<file path="config.mk">
export PLATFORM = sky130hd
export DESIGN_NAME = power_path_select
export DESIGN_NICKNAME = d
export VERILOG_FILES = /design/src/power_path_select.v /design/src/flag_sync.v
export VERILOG_INCLUDE_DIRS = /design/src /design/src/src
export SDC_FILE = /design/constraint.sdc
export NUM_CORES = 1
export LEC_CHECK = 0
export ABC_AREA = 1
export BUFFER_PORTS_ARGS = -buffer_cell sky130_fd_sc_hd__buf_2
export CORE_MARGIN = 5
export CORE_UTILIZATION = 26
export DETAILED_ROUTE_END_ITERATION = 8
export GPL_ROUTABILITY_DRIVEN = 0
export GPL_TIMING_DRIVEN = 0
export PLACE_DENSITY = 0.43
export REMOVE_ABC_BUFFERS = 1
export SYNTH_ARGS = -nofsm -noshare
export SYNTH_HDL_FRONTEND = slang
export SYNTH_SLANG_ARGS = --single-unit
export TNS_END_PERCENT = 100
</file>
<file path="constraint.sdc">
create_clock -name sys_clk_i -period 5.39 [get_ports sys_clk_i]
set_input_delay 0.539 -clock sys_clk_i [delete_from_list [all_inputs] [get_ports sys_clk_i]]
set_output_delay 0.539 -clock sys_clk_i [all_outputs]
set_load 0.02 [all_outputs]
</file>
<file path="src/power_path_consts.vh">
// constants for the power path select logic
`ifndef POWER_PATH_CONSTS_VH
`define POWER_PATH_CONSTS_VH

// ****************************************
// path status encoding
// ****************************************
`define PATH_BATTERY 2'h0
`define PATH_AC 2'h1
`define PATH_USB 2'h2
`define PATH_NONE 2'h3

// ****************************************
// usb input current limit codes
// ****************************************
`define LIMIT_100MA 2'h0
`define LIMIT_500MA 2'h1
`define LIMIT_2750MA 2'h2

// ****************************************
// timing
// ****************************************
`define CLK_PERIOD_NS 50
`define BOOT_HOLD_US 1000
`define BOOT_HOLD_CYCLES ((`BOOT_HOLD_US * 1000) / `CLK_PERIOD_NS)
`define NO_PACK_DEGLITCH_US 50
`define NO_PACK_DEGLITCH_CYCLES ((`NO_PACK_DEGLITCH_US * 1000) / `CLK_PERIOD_NS)

`endif

</file>
<file path="src/power_path_select.v">
// power path select logic: source choice, faults, boot hold, pack removal
//
// Contract
// - an input counts as present only while its detect comparator is high
// - charger enabled: adapter first, usb second, battery third; one input switch only
// - when the selected input vanishes, move to next present source or battery
// - charger enabled with input: battery switch closed only during supplement
// - supplement need flag closes the battery switch
// - charger enable low: both input switches open, battery switch closed
// - battery-forced state never reconnects inputs on pack removal
// - path status output reports which source feeds the bus
// - usb limit from select bits: 100 mA, 500 mA, 2.75 A; adapter fixed 2.75 A
// - over-voltage on either input sets a readable fault status bit
// - over-voltage never changes input switch states
// - thermal shutdown opens both input switches and closes battery switch
// - output short opens input switches and enables input pull-ups
// - normal selection resumes once the output short clears
// - battery short opens battery switch and enables bus-battery pull-up
// - battery short detection blanked while path loop node below 1 V
// - during boot hold ignore bits, keep charger on, force 100 mA limit
// - after boot hold apply current control bits, including those written meanwhile
// - pack-id current source on whenever not asleep, at programmed level
// - pack-removal held for deglitch time declares removal, closes discharge switch
// - insufficient input: reduce charge current first; code closes the battery switch in the same cycle as the reduce request
// - charge current at zero and still short: close battery switch
`timescale 1ns/100ps
`include "power_path_consts.vh"
module power_path_select #(
  parameter BOOT_CYCLES = `BOOT_HOLD_CYCLES,
  parameter DEGLITCH_CYCLES = `NO_PACK_DEGLITCH_CYCLES,
  parameter ID_LEVEL_WIDTH = 2
) (
  // clock and reset
  input wire sys_clk_i,
  input wire sys_rst_i,
  // comparator flags (asynchronous)
  input wire ac_detect_i,
  input wire usb_detect_i,
  input wire ac_overvoltage_i,
  input wire usb_overvoltage_i,
  input wire out_short_i,
  input wire bat_short_i,
  input wire supplement_need_i,
  input wire path_loop_low_i,
  input wire thermal_shutdown_i,
  input wire no_pack_i,
  input wire charge_current_zero_i,
  // host control bits (same clock domain)
  input wire charger_enable_i,
  input wire source_select_i,
  input wire usb_high_limit_select_i,
  input wire suspend_i,
  input wire sleep_i,
  input wire [ID_LEVEL_WIDTH-1:0] pack_id_current_level_i,
  input wire overvoltage_clear_i,
  // switch commands
  output reg ac_switch_on_o,
  output reg usb_switch_on_o,
  output reg bat_switch_on_o,
  output reg in_pullup_on_o,
  output reg bat_pullup_on_o,
  output reg discharge_on_o,
  // limits and charger
  output reg [1:0] usb_limit_o,
  output wire [1:0] ac_limit_o,
  output reg charger_on_o,
  output reg charge_reduce_o,
  // pack id source
  output reg pack_id_source_on_o,
  output reg [ID_LEVEL_WIDTH-1:0] pack_id_level_o,
  // status
  output reg [1:0] path_status_o,
  output reg overvoltage_fault_o,
  output reg pack_removed_o,
  output reg boot_hold_o
);

  // ****************************************
  // synchronised comparator flags
  // ****************************************
  localparam NFLAGS = 11;
  wire [NFLAGS-1:0] flags;

  flag_sync #(
    .WIDTH(NFLAGS)
  ) u_sync (
    .sys_clk_i(sys_clk_i),
    .sys_rst_i(sys_rst_i),
    .async_i({charge_current_zero_i, no_pack_i, thermal_shutdown_i, path_loop_low_i,
      supplement_need_i, bat_short_i, out_short_i, usb_overvoltage_i,
      ac_overvoltage_i, usb_detect_i, ac_detect_i}),
    .sync_o(flags)
  );

  wire ac_present = flags[0];
  wire usb_present = flags[1];
  wire ac_ov = flags[2];
  wire usb_ov = flags[3];
  wire out_short = flags[4];
  wire bat_short_raw = flags[5];
  wire supplement = flags[6];
  wire loop_low = flags[7];
  wire thermal = flags[8];
  wire no_pack = flags[9];
  wire charge_zero = flags[10];

  // ****************************************
  // boot hold timer
  // ****************************************
  localparam BOOT_W = 16;
  reg [BOOT_W-1:0] boot_count;

  // the count stops with the hold, so it can never wrap back into it

  always @(posedge sys_clk_i or posedge sys_rst_i) begin
    if (sys_rst_i) begin
      boot_count <= {BOOT_W{1'b0}};
      boot_hold_o <= 1'b1;
    end else if (boot_hold_o) begin
      if (boot_count == BOOT_CYCLES[BOOT_W-1:0] - 16'h0001) begin
        boot_hold_o <= 1'b0;
      end
      boot_count <= boot_count + 16'h0001;
    end
  end

  // control bits are sampled live, so writes made during the hold take effect at its end
  wire ce_eff = boot_hold_o | charger_enable_i;
  wire susp_eff = ~boot_hold_o & suspend_i;

  // ****************************************
  // pack removal deglitch
  // ****************************************
  localparam DGL_W = 16;
  reg [DGL_W-1:0] dgl_count;

  // the count parks on its last value while the pack stays away

  always @(posedge sys_clk_i or posedge sys_rst_i) begin
    if (sys_rst_i) begin
      dgl_count <= {DGL_W{1'b0}};
      pack_removed_o <= 1'b0;
    end else if (!no_pack) begin
      dgl_count <= {DGL_W{1'b0}};
      pack_removed_o <= 1'b0;
    end else if (dgl_count == DEGLITCH_CYCLES[DGL_W-1:0] - 16'h0001) begin
      pack_removed_o <= 1'b1;
    end else begin
      dgl_count <= dgl_count + 16'h0001;
    end
  end

  // ****************************************
  // battery-forced latch
  // ****************************************
  // once the battery is forced onto the bus and the pack goes away, the bus stays off
  // the inputs until the charger is re-enabled
  reg forced_lockout;

  always @(posedge sys_clk_i or posedge sys_rst_i) begin
    if (sys_rst_i) begin
      forced_lockout <= 1'b0;
    end else if (ce_eff) begin
      forced_lockout <= 1'b0;
    end else if (pack_removed_o) begin
      forced_lockout <= 1'b1;
    end
  end

  // ****************************************
  // input demand
  // ****************************************
  // the charger is trimmed first; once it has nothing left to shed the trim request drops,
  // and the bus sagging below the battery closes the battery switch in either stage, so a
  // slow charge loop cannot starve the system
  reg next_reduce;
  reg next_assist;
  reg next_charger;

  always @* begin
    next_reduce = 1'b0;
    next_assist = supplement;
    next_charger = ce_eff & ~susp_eff & ~thermal & (ac_present | usb_present);
    if ((ac_present | usb_present) & ~charge_zero) begin
      next_reduce = supplement;
    end
  end

  // ****************************************
  // source selection
  // ****************************************
  wire bat_short = bat_short_raw & ~loop_low;
  reg next_ac;
  reg next_usb;
  reg next_bat;
  reg next_in_pullup;
  reg next_bat_pullup;
  reg [1:0] next_path;

  always @* begin
    next_ac = 1'b0;
    next_usb = 1'b0;
    next_bat = 1'b0;
    next_in_pullup = 1'b0;
    next_bat_pullup = 1'b0;
    next_path = `PATH_BATTERY;
    if (thermal) begin
      next_bat = 1'b1;
    end else if (out_short) begin
      next_in_pullup = 1'b1;
      next_bat = ~bat_short;
      next_bat_pullup = bat_short;
      next_path = bat_short ? `PATH_NONE : `PATH_BATTERY;
    end else if (bat_short) begin
      next_bat_pullup = 1'b1;
      if (ce_eff && !forced_lockout && ac_present) begin
        next_ac = 1'b1;
        next_path = `PATH_AC;
      end else if (ce_eff && !forced_lockout && usb_present) begin
        next_usb = 1'b1;
        next_path = `PATH_USB;
      end else begin
        next_path = `PATH_NONE;
      end
    end else if (!ce_eff || forced_lockout) begin
      next_bat = 1'b1;
    end else if (ac_present) begin
      next_ac = 1'b1;
      next_bat = next_assist;
      next_path = `PATH_AC;
    end else if (usb_present) begin
      next_usb = 1'b1;
      next_bat = next_assist;
      next_path = `PATH_USB;
    end else begin
      next_bat = 1'b1;
    end
  end

  // over-voltage flags feed status only, never the switch logic above
  always @(posedge sys_clk_i or posedge sys_rst_i) begin
    if (sys_rst_i) begin
      ac_switch_on_o <= 1'b0;
      usb_switch_on_o <= 1'b0;
      bat_switch_on_o <= 1'b1;
      in_pullup_on_o <= 1'b0;
      bat_pullup_on_o <= 1'b0;
      path_status_o <= `PATH_BATTERY;
    end else begin
      ac_switch_on_o <= next_ac;
      usb_switch_on_o <= next_usb & ~next_ac;
      bat_switch_on_o <= next_bat;
      in_pullup_on_o <= next_in_pullup;
      bat_pullup_on_o <= next_bat_pullup;
      path_status_o <= next_path;
    end
  end

  // ****************************************
  // limits, charger, faults, pack id
  // ****************************************
  reg [1:0] next_limit;

  always @* begin
    if (boot_hold_o) begin
      next_limit = `LIMIT_100MA;
    end else if (source_select_i) begin
      next_limit = `LIMIT_2750MA;
    end else if (usb_high_limit_select_i) begin
      next_limit = `LIMIT_500MA;
    end else begin
      next_limit = `LIMIT_100MA;
    end
  end

  assign ac_limit_o = `LIMIT_2750MA;

  always @(posedge sys_clk_i or posedge sys_rst_i) begin
    if (sys_rst_i) begin
      usb_limit_o <= `LIMIT_100MA;
      charger_on_o <= 1'b0;
      charge_reduce_o <= 1'b0;
      overvoltage_fault_o <= 1'b0;
      pack_id_source_on_o <= 1'b0;
      pack_id_level_o <= {ID_LEVEL_WIDTH{1'b0}};
      discharge_on_o <= 1'b0;
    end else begin
      usb_limit_o <= next_limit;
      charger_on_o <= next_charger;
      charge_reduce_o <= next_reduce;
      // a new over-voltage event wins over a clear in the same cycle
      if (ac_ov | usb_ov) begin
        overvoltage_fault_o <= 1'b1;
      end else if (overvoltage_clear_i) begin
        overvoltage_fault_o <= 1'b0;
      end
      pack_id_source_on_o <= ~sleep_i;
      pack_id_level_o <= pack_id_current_level_i;
      discharge_on_o <= pack_removed_o;
    end
  end

endmodule // power_path_select

</file>
<file path="src/flag_sync.v">
// two flip-flop synchroniser for a bank of comparator flags
`timescale 1ns/100ps
module flag_sync #(
  parameter WIDTH = 8
) (
  // clock and reset
  input wire sys_clk_i,
  input wire sys_rst_i,
  // flags
  input wire [WIDTH-1:0] async_i,
  output wire [WIDTH-1:0] sync_o
);

  reg [WIDTH-1:0] stage1;
  reg [WIDTH-1:0] stage2;

  genvar g;
  generate
    for (g = 0; g < WIDTH; g = g + 1) begin : g_bit
      always @(posedge sys_clk_i or posedge sys_rst_i) begin
        if (sys_rst_i) begin
          stage1[g] <= 1'b0;
          stage2[g] <= 1'b0;
        end else begin
          stage1[g] <= async_i[g];
          stage2[g] <= stage1[g];
        end
      end
    end
  endgenerate

  assign sync_o = stage2;

endmodule // flag_sync

</file>
=== After elaboration in Yosys (flattened, before gate mapping) ===
Cells that the tools add are included.
W data, S select, Z words.

* Add/subtract/negate cells: 2
* Eq/ne operators: 4
* Muxes and demuxes: 48
* Bitwise logic cells: 18
* Reductions and logical operators: 8

{| class="wikitable"
|+ Operators by type and width
! kind !! count
|-
| $mux W1 || 36
|-
| $add A16 B1 Y16 const B || 2
|-
| $mux W16 || 2
|-
| $mux W2 || 10
|-
| $eq A16 B10 Y1 const B || 1
|-
| $eq A16 B15 Y1 const B || 1
|-
| $not A1 Y1 || 8
|-
| $and A1 B1 Y1 || 7
|-
| $ne A2 B2 Y1 const B || 2
|-
| $reduce_bool A2 Y1 || 2
|-
| $logic_and A1 B1 Y1 || 3
|-
| $or A1 B1 Y1 || 3
|-
| $logic_not A1 Y1 || 2
|-
| $logic_or A1 B1 Y1 || 1
|}

* Bits in registers: 73
* Output and inout port bits: 20

=== Longest topological paths before layout ===
Gate-level depths: netlist of the first run.

* Word-level depth: 9
* Gate-level depth with buffers: 9

=== By module ===
Synthesis of the first run repeated with hierarchy kept, for this count alone.

* Cell total of the unflattened synthesis: 314
* Area total of the unflattened synthesis: 2984.1 sq um

{| class="wikitable"
|+ Modules (own cells, without submodules)
! module !! instances !! cells an instance !! area each (sq um) !! seq. area each (sq um)
|-
| power_path_select || 1 || 291 || 2429.8 || 1278.7
|-
| flag_sync || 1 || 23 || 554.3 || 550.5
|}

=== Least setup slack after synthesis of the first run ===
No wires, ideal clock.

* Path type: register to register
* Start: register boot_hold_o
* End: register boot_count[13]
* Data arrival time: 1186 ps
* Required time: 5273 ps
* Path slack: 4088 ps
* Cell stages (with the launch flop): 8
* Buffers on the path: 0
* Period minus slack after synthesis: 1302 ps
* Cells stage by stage: dfstp_2 nand2_2 nor2_4 nand2_2 nor2_4 nand2_1 nand2_1 nand2_1

{| class="wikitable"
|+ RTL lines
! item !! RTL line !! RTL
|-
| start, declared || power_path_select.v:75 || <nowiki>output reg boot_hold_o</nowiki>
|-
| start signal, assigned || power_path_select.v:118 || <nowiki>boot_hold_o <= 1'b1;</nowiki>
|-
| start signal, assigned || power_path_select.v:121 || <nowiki>boot_hold_o <= 1'b0;</nowiki>
|-
| end signal, assigned || power_path_select.v:117 || <nowiki>boot_count <= {BOOT_W{1'b0}};</nowiki>
|-
| end signal, assigned || power_path_select.v:123 || <nowiki>boot_count <= boot_count + 16'h0001;</nowiki>
|-
| end, declared || power_path_select.v:111 || <nowiki>reg [BOOT_W-1:0] boot_count;</nowiki>
|}

=== Worst setup path after layout of the first run ===
* Start: register boot_hold_o
* End: output port boot_hold_o

No word-level cell between the ends.

==> results of run 1 <==
==> cell usage in the layout (no fill, tap or decap) <==
master	count
clkinv_4	2
nor3_1	4
nand3b_1	2
inv_6	1
o21bai_1	3
inv_1	49
buf_16	1
buf_2	38
bufinv_16	2
xnor2_1	3
nor3_4	1
and3_1	1
clkbuf_16	9
inv_4	1
a21oi_1	7
clkinv_1	1
xor2_1	9
dfstp_2	2
nand2_2	3
nand4_1	7
clkinv_2	1
conb_1	2
o21ai_0	4
dfrtp_1	71
ha_1	2
a31oi_1	2
nor2_4	3
nand2_1	74
nand3_1	23
nor2_1	53
clkbuf_1	1
==> report_power, final <==
part	internal (mW)	switching (mW)
combinational	0.0161	0.0315
sequential	0.564	0.00786
clock	0.408	0.228
total	0.987	0.268
==> path summary, 6_finish.rpt <==
| kind | depth (start not counted) | endpoint | startpoint |
|---|---|---|---|
| setup / recovery | 1 | boot_hold_o | boot_hold_o$_DFF_PP1_ |
| hold / removal | 2 | pack_id_source_on_o$_DFF_PP0_ | sys_rst_i |
| setup reg to reg | 6 | dgl_count[0]$_DFFE_PP0P_ | dgl_count[0]$_DFFE_PP0P_ |
| hold reg to reg | 0 | u_sync.sync_o[8]$_DFF_PP0_ | u_sync.stage1[8]$_DFF_PP0_ |
| max in group asynchronous | 3 | boot_hold_o$_DFF_PP1_ | sys_rst_i |
| min in group sys_clk_i | 1 | u_sync.stage1[2]$_DFF_PP0_ | ac_overvoltage_i |
==> per-layer routing <==
| metal | part of all wire (%) | track usage [%] |
|---|---|---|
| met5 | 0 | 0 |
| met4 | 2.0 | 3.656 |
| met3 | 4.6 | 3.364 |
| met2 | 45 | 13.93 |
| met1 | 48 | 11.76 |
==> flip-flops by register name (all words and copies together) (netlist names), 2 cells and up <==
register and count:
dgl_count 16, boot_count 16, usb_limit_o 2, pack_id_level_o 2
u_sync.sync_o 11, u_sync.stage1 11, path_status_o 2
==> per-stage QoR <==
stage          instances  hold slack, ps  setup slack [ps]
6_report             525           155.0              3720
5_1_grt              525           167.6              3661
4_1_cts              525           152.1              3703
3_5_place_dp         509           334.7              3983
3_3_place_gp         508           335.6              2048
2_1_floorplan        327           331.2              3001
==> kinds of logic (layout without fill, tap and decap cells) <==
group,after synthesis,after routing,share of synthesized area [%]
buf+inv,54,106,6.976
compound gates,16,16,2.990
flops,73,73,60.71
xor+xnor,12,12,3.489
simple gates,171,171,24.75
fa+ha+maj,2,2,0.8304
other cells,2,2,0.2493
==> layout make-up <==
class,count,share of cell area (%)
Clock buffer,10,6.166
Clock inverter,6,2.460
Inverter,51,5.222
Multi-Input combinational cell,203,26.21
Sequential cell,73,49.26
Tap cell,143,4.818
Timing Repair Buffer,39,5.863
==> results.toml, run 1 <==
[clock_tree]
htree_num_levels = 3
cts_tree = "done"
cts-buffers-inserted = 9
cts_setup_buffers = 0
cts_resized = 0
clock-root-buffer = "clkbuf_16"
path_clk_slew_ps = 60
cts_buffer_depth = 2
clk_latency_ps = 330
clock-sinks = 73
cts.hold.buffers_added = 0

[pwr]
leakage_nw = 1.872
powerDensity_nw_per_um2 = 337.9
peakVddDrop_mv = 0.2131
total_power_mw = 1.255

[cells_and_area]
final_cell_area_um2 = 3714
fin_nets = 400
diodes = 0
multi_input_comb_area_um2 = 973.4
syn2layout_area_growth_pct = 23.26
regArea_um2 = 1829
n_fill_cell = 1186
fin_util_pct = 32.66
final_layout_size_suffix_gt1_share_pct = 16.75

[floorplan]
dieWidth_um = 117.6
row_count = 39
fp.coreArea_um2 = 11370
initial_core_util_pct = 26.50
io_pins = 41
die_area_um2 = 13840
die_y_um = 117.6

[min_path]
min_path_type = "in2async"

[synth]
synthCells = 330
synth_seq_cells = 73
synth_top_area_cell = "dfrtp_1"
synth.top_cell.area_share_pct = 58.97
synthArstFlopShare_pct = 100.0
synth_flop_cell = "dfrtp_1"
ys_top_cells_by_area = "dfrtp_1 (59%), nand2_1 (9.2%), nor2_1 (6.6%)"
synth-edff-count = 0
yosys-top-cells-count = "nand2_1 (74), dfrtp_1 (71), nor2_1 (53)"
yosys_warnings = 0
avgSynthCellArea_um2 = 9.130
yosysSeqAreaShare_pct = 60.71
yosysMostFrequentCell = "nand2_1"
synthDistinctLibCells = 24
synth_area_um2 = 3013

[timing]
fin_setup_tns_ps = 0
fmax_mhz = 598.9
skew_ps = 4.828
rsz0062_at_grt = "no"
maxSlewViolCount = 0
finalSetupViolations = 0
period_needed_ps = 1670
final-hold-violation-count = 0
finalCritPeriodShare_pct = 30.98

[grt]
grt_pass1_wl_mm = 10.32
grt_usage_pct = 9.139
grt-ovfl-total = 0
grt_max_degree = 56
grt_pass1_vias = 2124
antenna_found_initial = 0

[critical_path]
reg2reg_slack_ps = 3940
path_buf_inv = 1
critPathTopFamily = "flip-flops"
required_ps = 4850
critPathKind = "reg2out"
worstPathMaxFanout = 8
cp_cell_sequence = "buf_2"
critPathMaxStageDelay_ps = 610
worst_setup_path_end_kind = "output pin"
slowest_stage = "dfstp_2"
cp.arrival_ps = 1130
cp-start-kind = "register"

[detailed_routing]
avgRoutedWirePerCell_um = 11.09
drc_errors = 0
vias = 2104
wl_mm = 5.821
avgViaCountPerCell = 4.008
drtAntennaViolNets = 0
drt_iter0_markers = 125
drt-pass1-iter-count = 4

[job]
maxCapViolCount = 0

[placed_design]
placed_area_um2 = 3393
numPortBuffers = 38
dp_hpwl_mm = 4.232

[run_status]
status = "complete, no violations"
(Power assumes the default switching activity.)
==> run 2: changes to the inputs <==
--- a/config.mk
+++ b/config.mk
@@ -13,7 +13,7 @@
 export DETAILED_ROUTE_END_ITERATION = 8
 export GPL_ROUTABILITY_DRIVEN = 0
 export GPL_TIMING_DRIVEN = 0
-export PLACE_DENSITY = 0.43
+export PLACE_DENSITY = 0.45
 export REMOVE_ABC_BUFFERS = 1
 export SYNTH_ARGS = -nofsm -noshare
 export SYNTH_HDL_FRONTEND = slang
==> constraint.sdc (replaced) <==
create_clock -name sys_clk_i -period 1.4 [get_ports sys_clk_i]
set_input_delay 0.14 -clock sys_clk_i [delete_from_list [all_inputs] [get_ports sys_clk_i]]
set_output_delay 0.14 -clock sys_clk_i [all_outputs]
set_load 0.02 [all_outputs]
==> results.toml, run 2 (synthesis gave the netlist of run 1 again) <==
[run_status]
status = "complete, no violations"

[timing]
finalSetupViolations = 0
rsz0062_at_grt = "yes"
fmax_mhz = 756.5
maxSlewViolCount = 0
period_needed_ps = 1322
final-hold-violation-count = 0
skew_ps = 7.554
finalCritPeriodShare_pct = 94.42
fin_setup_tns_ps = 0
timing.final.ws_setup_ps = 78.14

[detailed_routing]
drt-pass1-iter-count = 4
drc_errors = 0
avgViaCountPerCell = 4.022
drt_iter0_markers = 73
avgRoutedWirePerCell_um = 11.00
vias = 2188
wl_mm = 5.985
drtAntennaViolNets = 0

[critical_path]
cpMostUsedCell = "nand2_1"
worstPathMaxFanout = 7
worst_setup_path_end_kind = "register"
critPathKind = "reg2reg"
cp_cell_sequence = "nand2_4, nor2_4, nand2_2, nor2_4, nand2_1, nand2_1, nand2_1"
critPathMaxStageDelay_ps = 650
cp.arrival_ps = 1550
reg2reg_slack_ps = 80
cp.depth = 7
required_ps = 1620
path_buf_inv = 0
cp-start-kind = "register"
slowest_stage = "dfstp_2"
worst-r2r-cell-count = 7
critPathTopFamily = "flip-flops"

[job]
maxCapViolCount = 0

[grt]
grt_usage_pct = 9.263
antenna_found_initial = 0
grt_pass1_wl_mm = 10.23
grt-ovfl-total = 0
grt_max_degree = 55
grt_pass1_vias = 2129

[floorplan]
row_count = 39
io_pins = 41
initial_core_util_pct = 26.50
die_y_um = 117.6
die_area_um2 = 13840
dieWidth_um = 117.6
fp.coreArea_um2 = 11370

[pwr]
peakVddDrop_mv = 0.4635
powerDensity_nw_per_um2 = 1172
leakage_nw = 1.960
total_power_mw = 4.574

[cells_and_area]
fin_nets = 419
final_layout_size_suffix_gt1_share_pct = 18.70
diodes = 0
final_common_cell = "nand2_1"
largestRegisters = "boot_count (16), dgl_count (16)"
fin_cells = 544
final_cell_mix = "nand2_1 (72), dfrtp_1 (70), inv_1 (49), nor2_1 (49), buf_2 (38)"
fin_util_pct = 34.31
syn2layout_area_growth_pct = 29.48

[min_path]
whs_path_depth = 3
min_path_type = "in2reg"

[clock_tree]
cts_tree = "done"
clk_latency_ps = 330
cts_buffer_depth = 2
clock-root-buffer = "clkbuf_16"
path_clk_slew_ps = 60
cts-buffers-inserted = 9
htree_num_levels = 3
clock-sinks = 73

[placed_design]
placedCellCount = 509
dp_hpwl_mm = 4.276
post-place-ws_ps = 23.28
numPortBuffers = 38
## run 2: area by class of cell
class | count | area [um^2]
fillers | 1186 | 7468
flip-flops and latches | 73 | 1831
multi-input cells | 203 | 1013
repair buffers | 58 | 402.9
clock buffers | 11 | 242.7
inverters | 51 | 193.9
well taps | 143 | 178.9
clock inverters | 5 | 38.79
## run 2: final timing paths
kind | startpoint | endpoint
max | boot_hold_o$_DFF_PP1_ | boot_count[13]$_DFFE_PP0P_
min | usb_high_limit_select_i | usb_limit_o[0]$_DFF_PP0_
max reg2reg | boot_hold_o$_DFF_PP1_ | boot_count[13]$_DFFE_PP0P_
min reg2reg | u_sync.stage1[8]$_DFF_PP0_ | u_sync.sync_o[8]$_DFF_PP0_
max in group asynchronous | sys_rst_i | boot_hold_o$_DFF_PP1_
min in group asynchronous | sys_rst_i | u_sync.sync_o[9]$_DFF_PP0_
## run 2: worst reg2reg max path, delay by kind of cell, from the launching register on
kind / cells / cell delay (ps)
DFF: 1 / 650
and+or+nand+nor: 7 / 570
## run 2: per-stage QoR
| stage | hold WS [ps] | cell area [um^2] |
|---|---|---|
| detailed placement | 120.2 | 3393 |
| CTS | 4.576 | 3845 |
| floorplan | 171.4 | 2994 |
| finish | 24.23 | 3901 |
| global route | 25.44 | 3901 |
| global placement | 248.8 | 3363 |
## run 2: timing repair
item / 4_1_cts / 5_1_grt
endpoints found under the setup margin: 0 / 14
hold buffers: 17 / 0
hold endpoints to repair: 35 / 0
setup buffers: 0 / 2
gates resized for setup: 0 / 12
## run 2: power by group
part | leakage [nW] | internal (mW) | switching (mW) | total [mW]
clock network | 0.137 | 1.26 | 0.886 | 2.15
logic | 0.885 | 0.0974 | 0.126 | 0.223
registers | 0.939 | 2.17 | 0.0338 | 2.20
## run 2: routing by layer
layer  vias up  GRT usage, %  routed length (um)
li1       1146             -                   -
met1      1002         11.84                2875
met2        31         14.32                2789
met3         9         2.691                 193
met4         0         4.516                 127
met5         -             0                   0
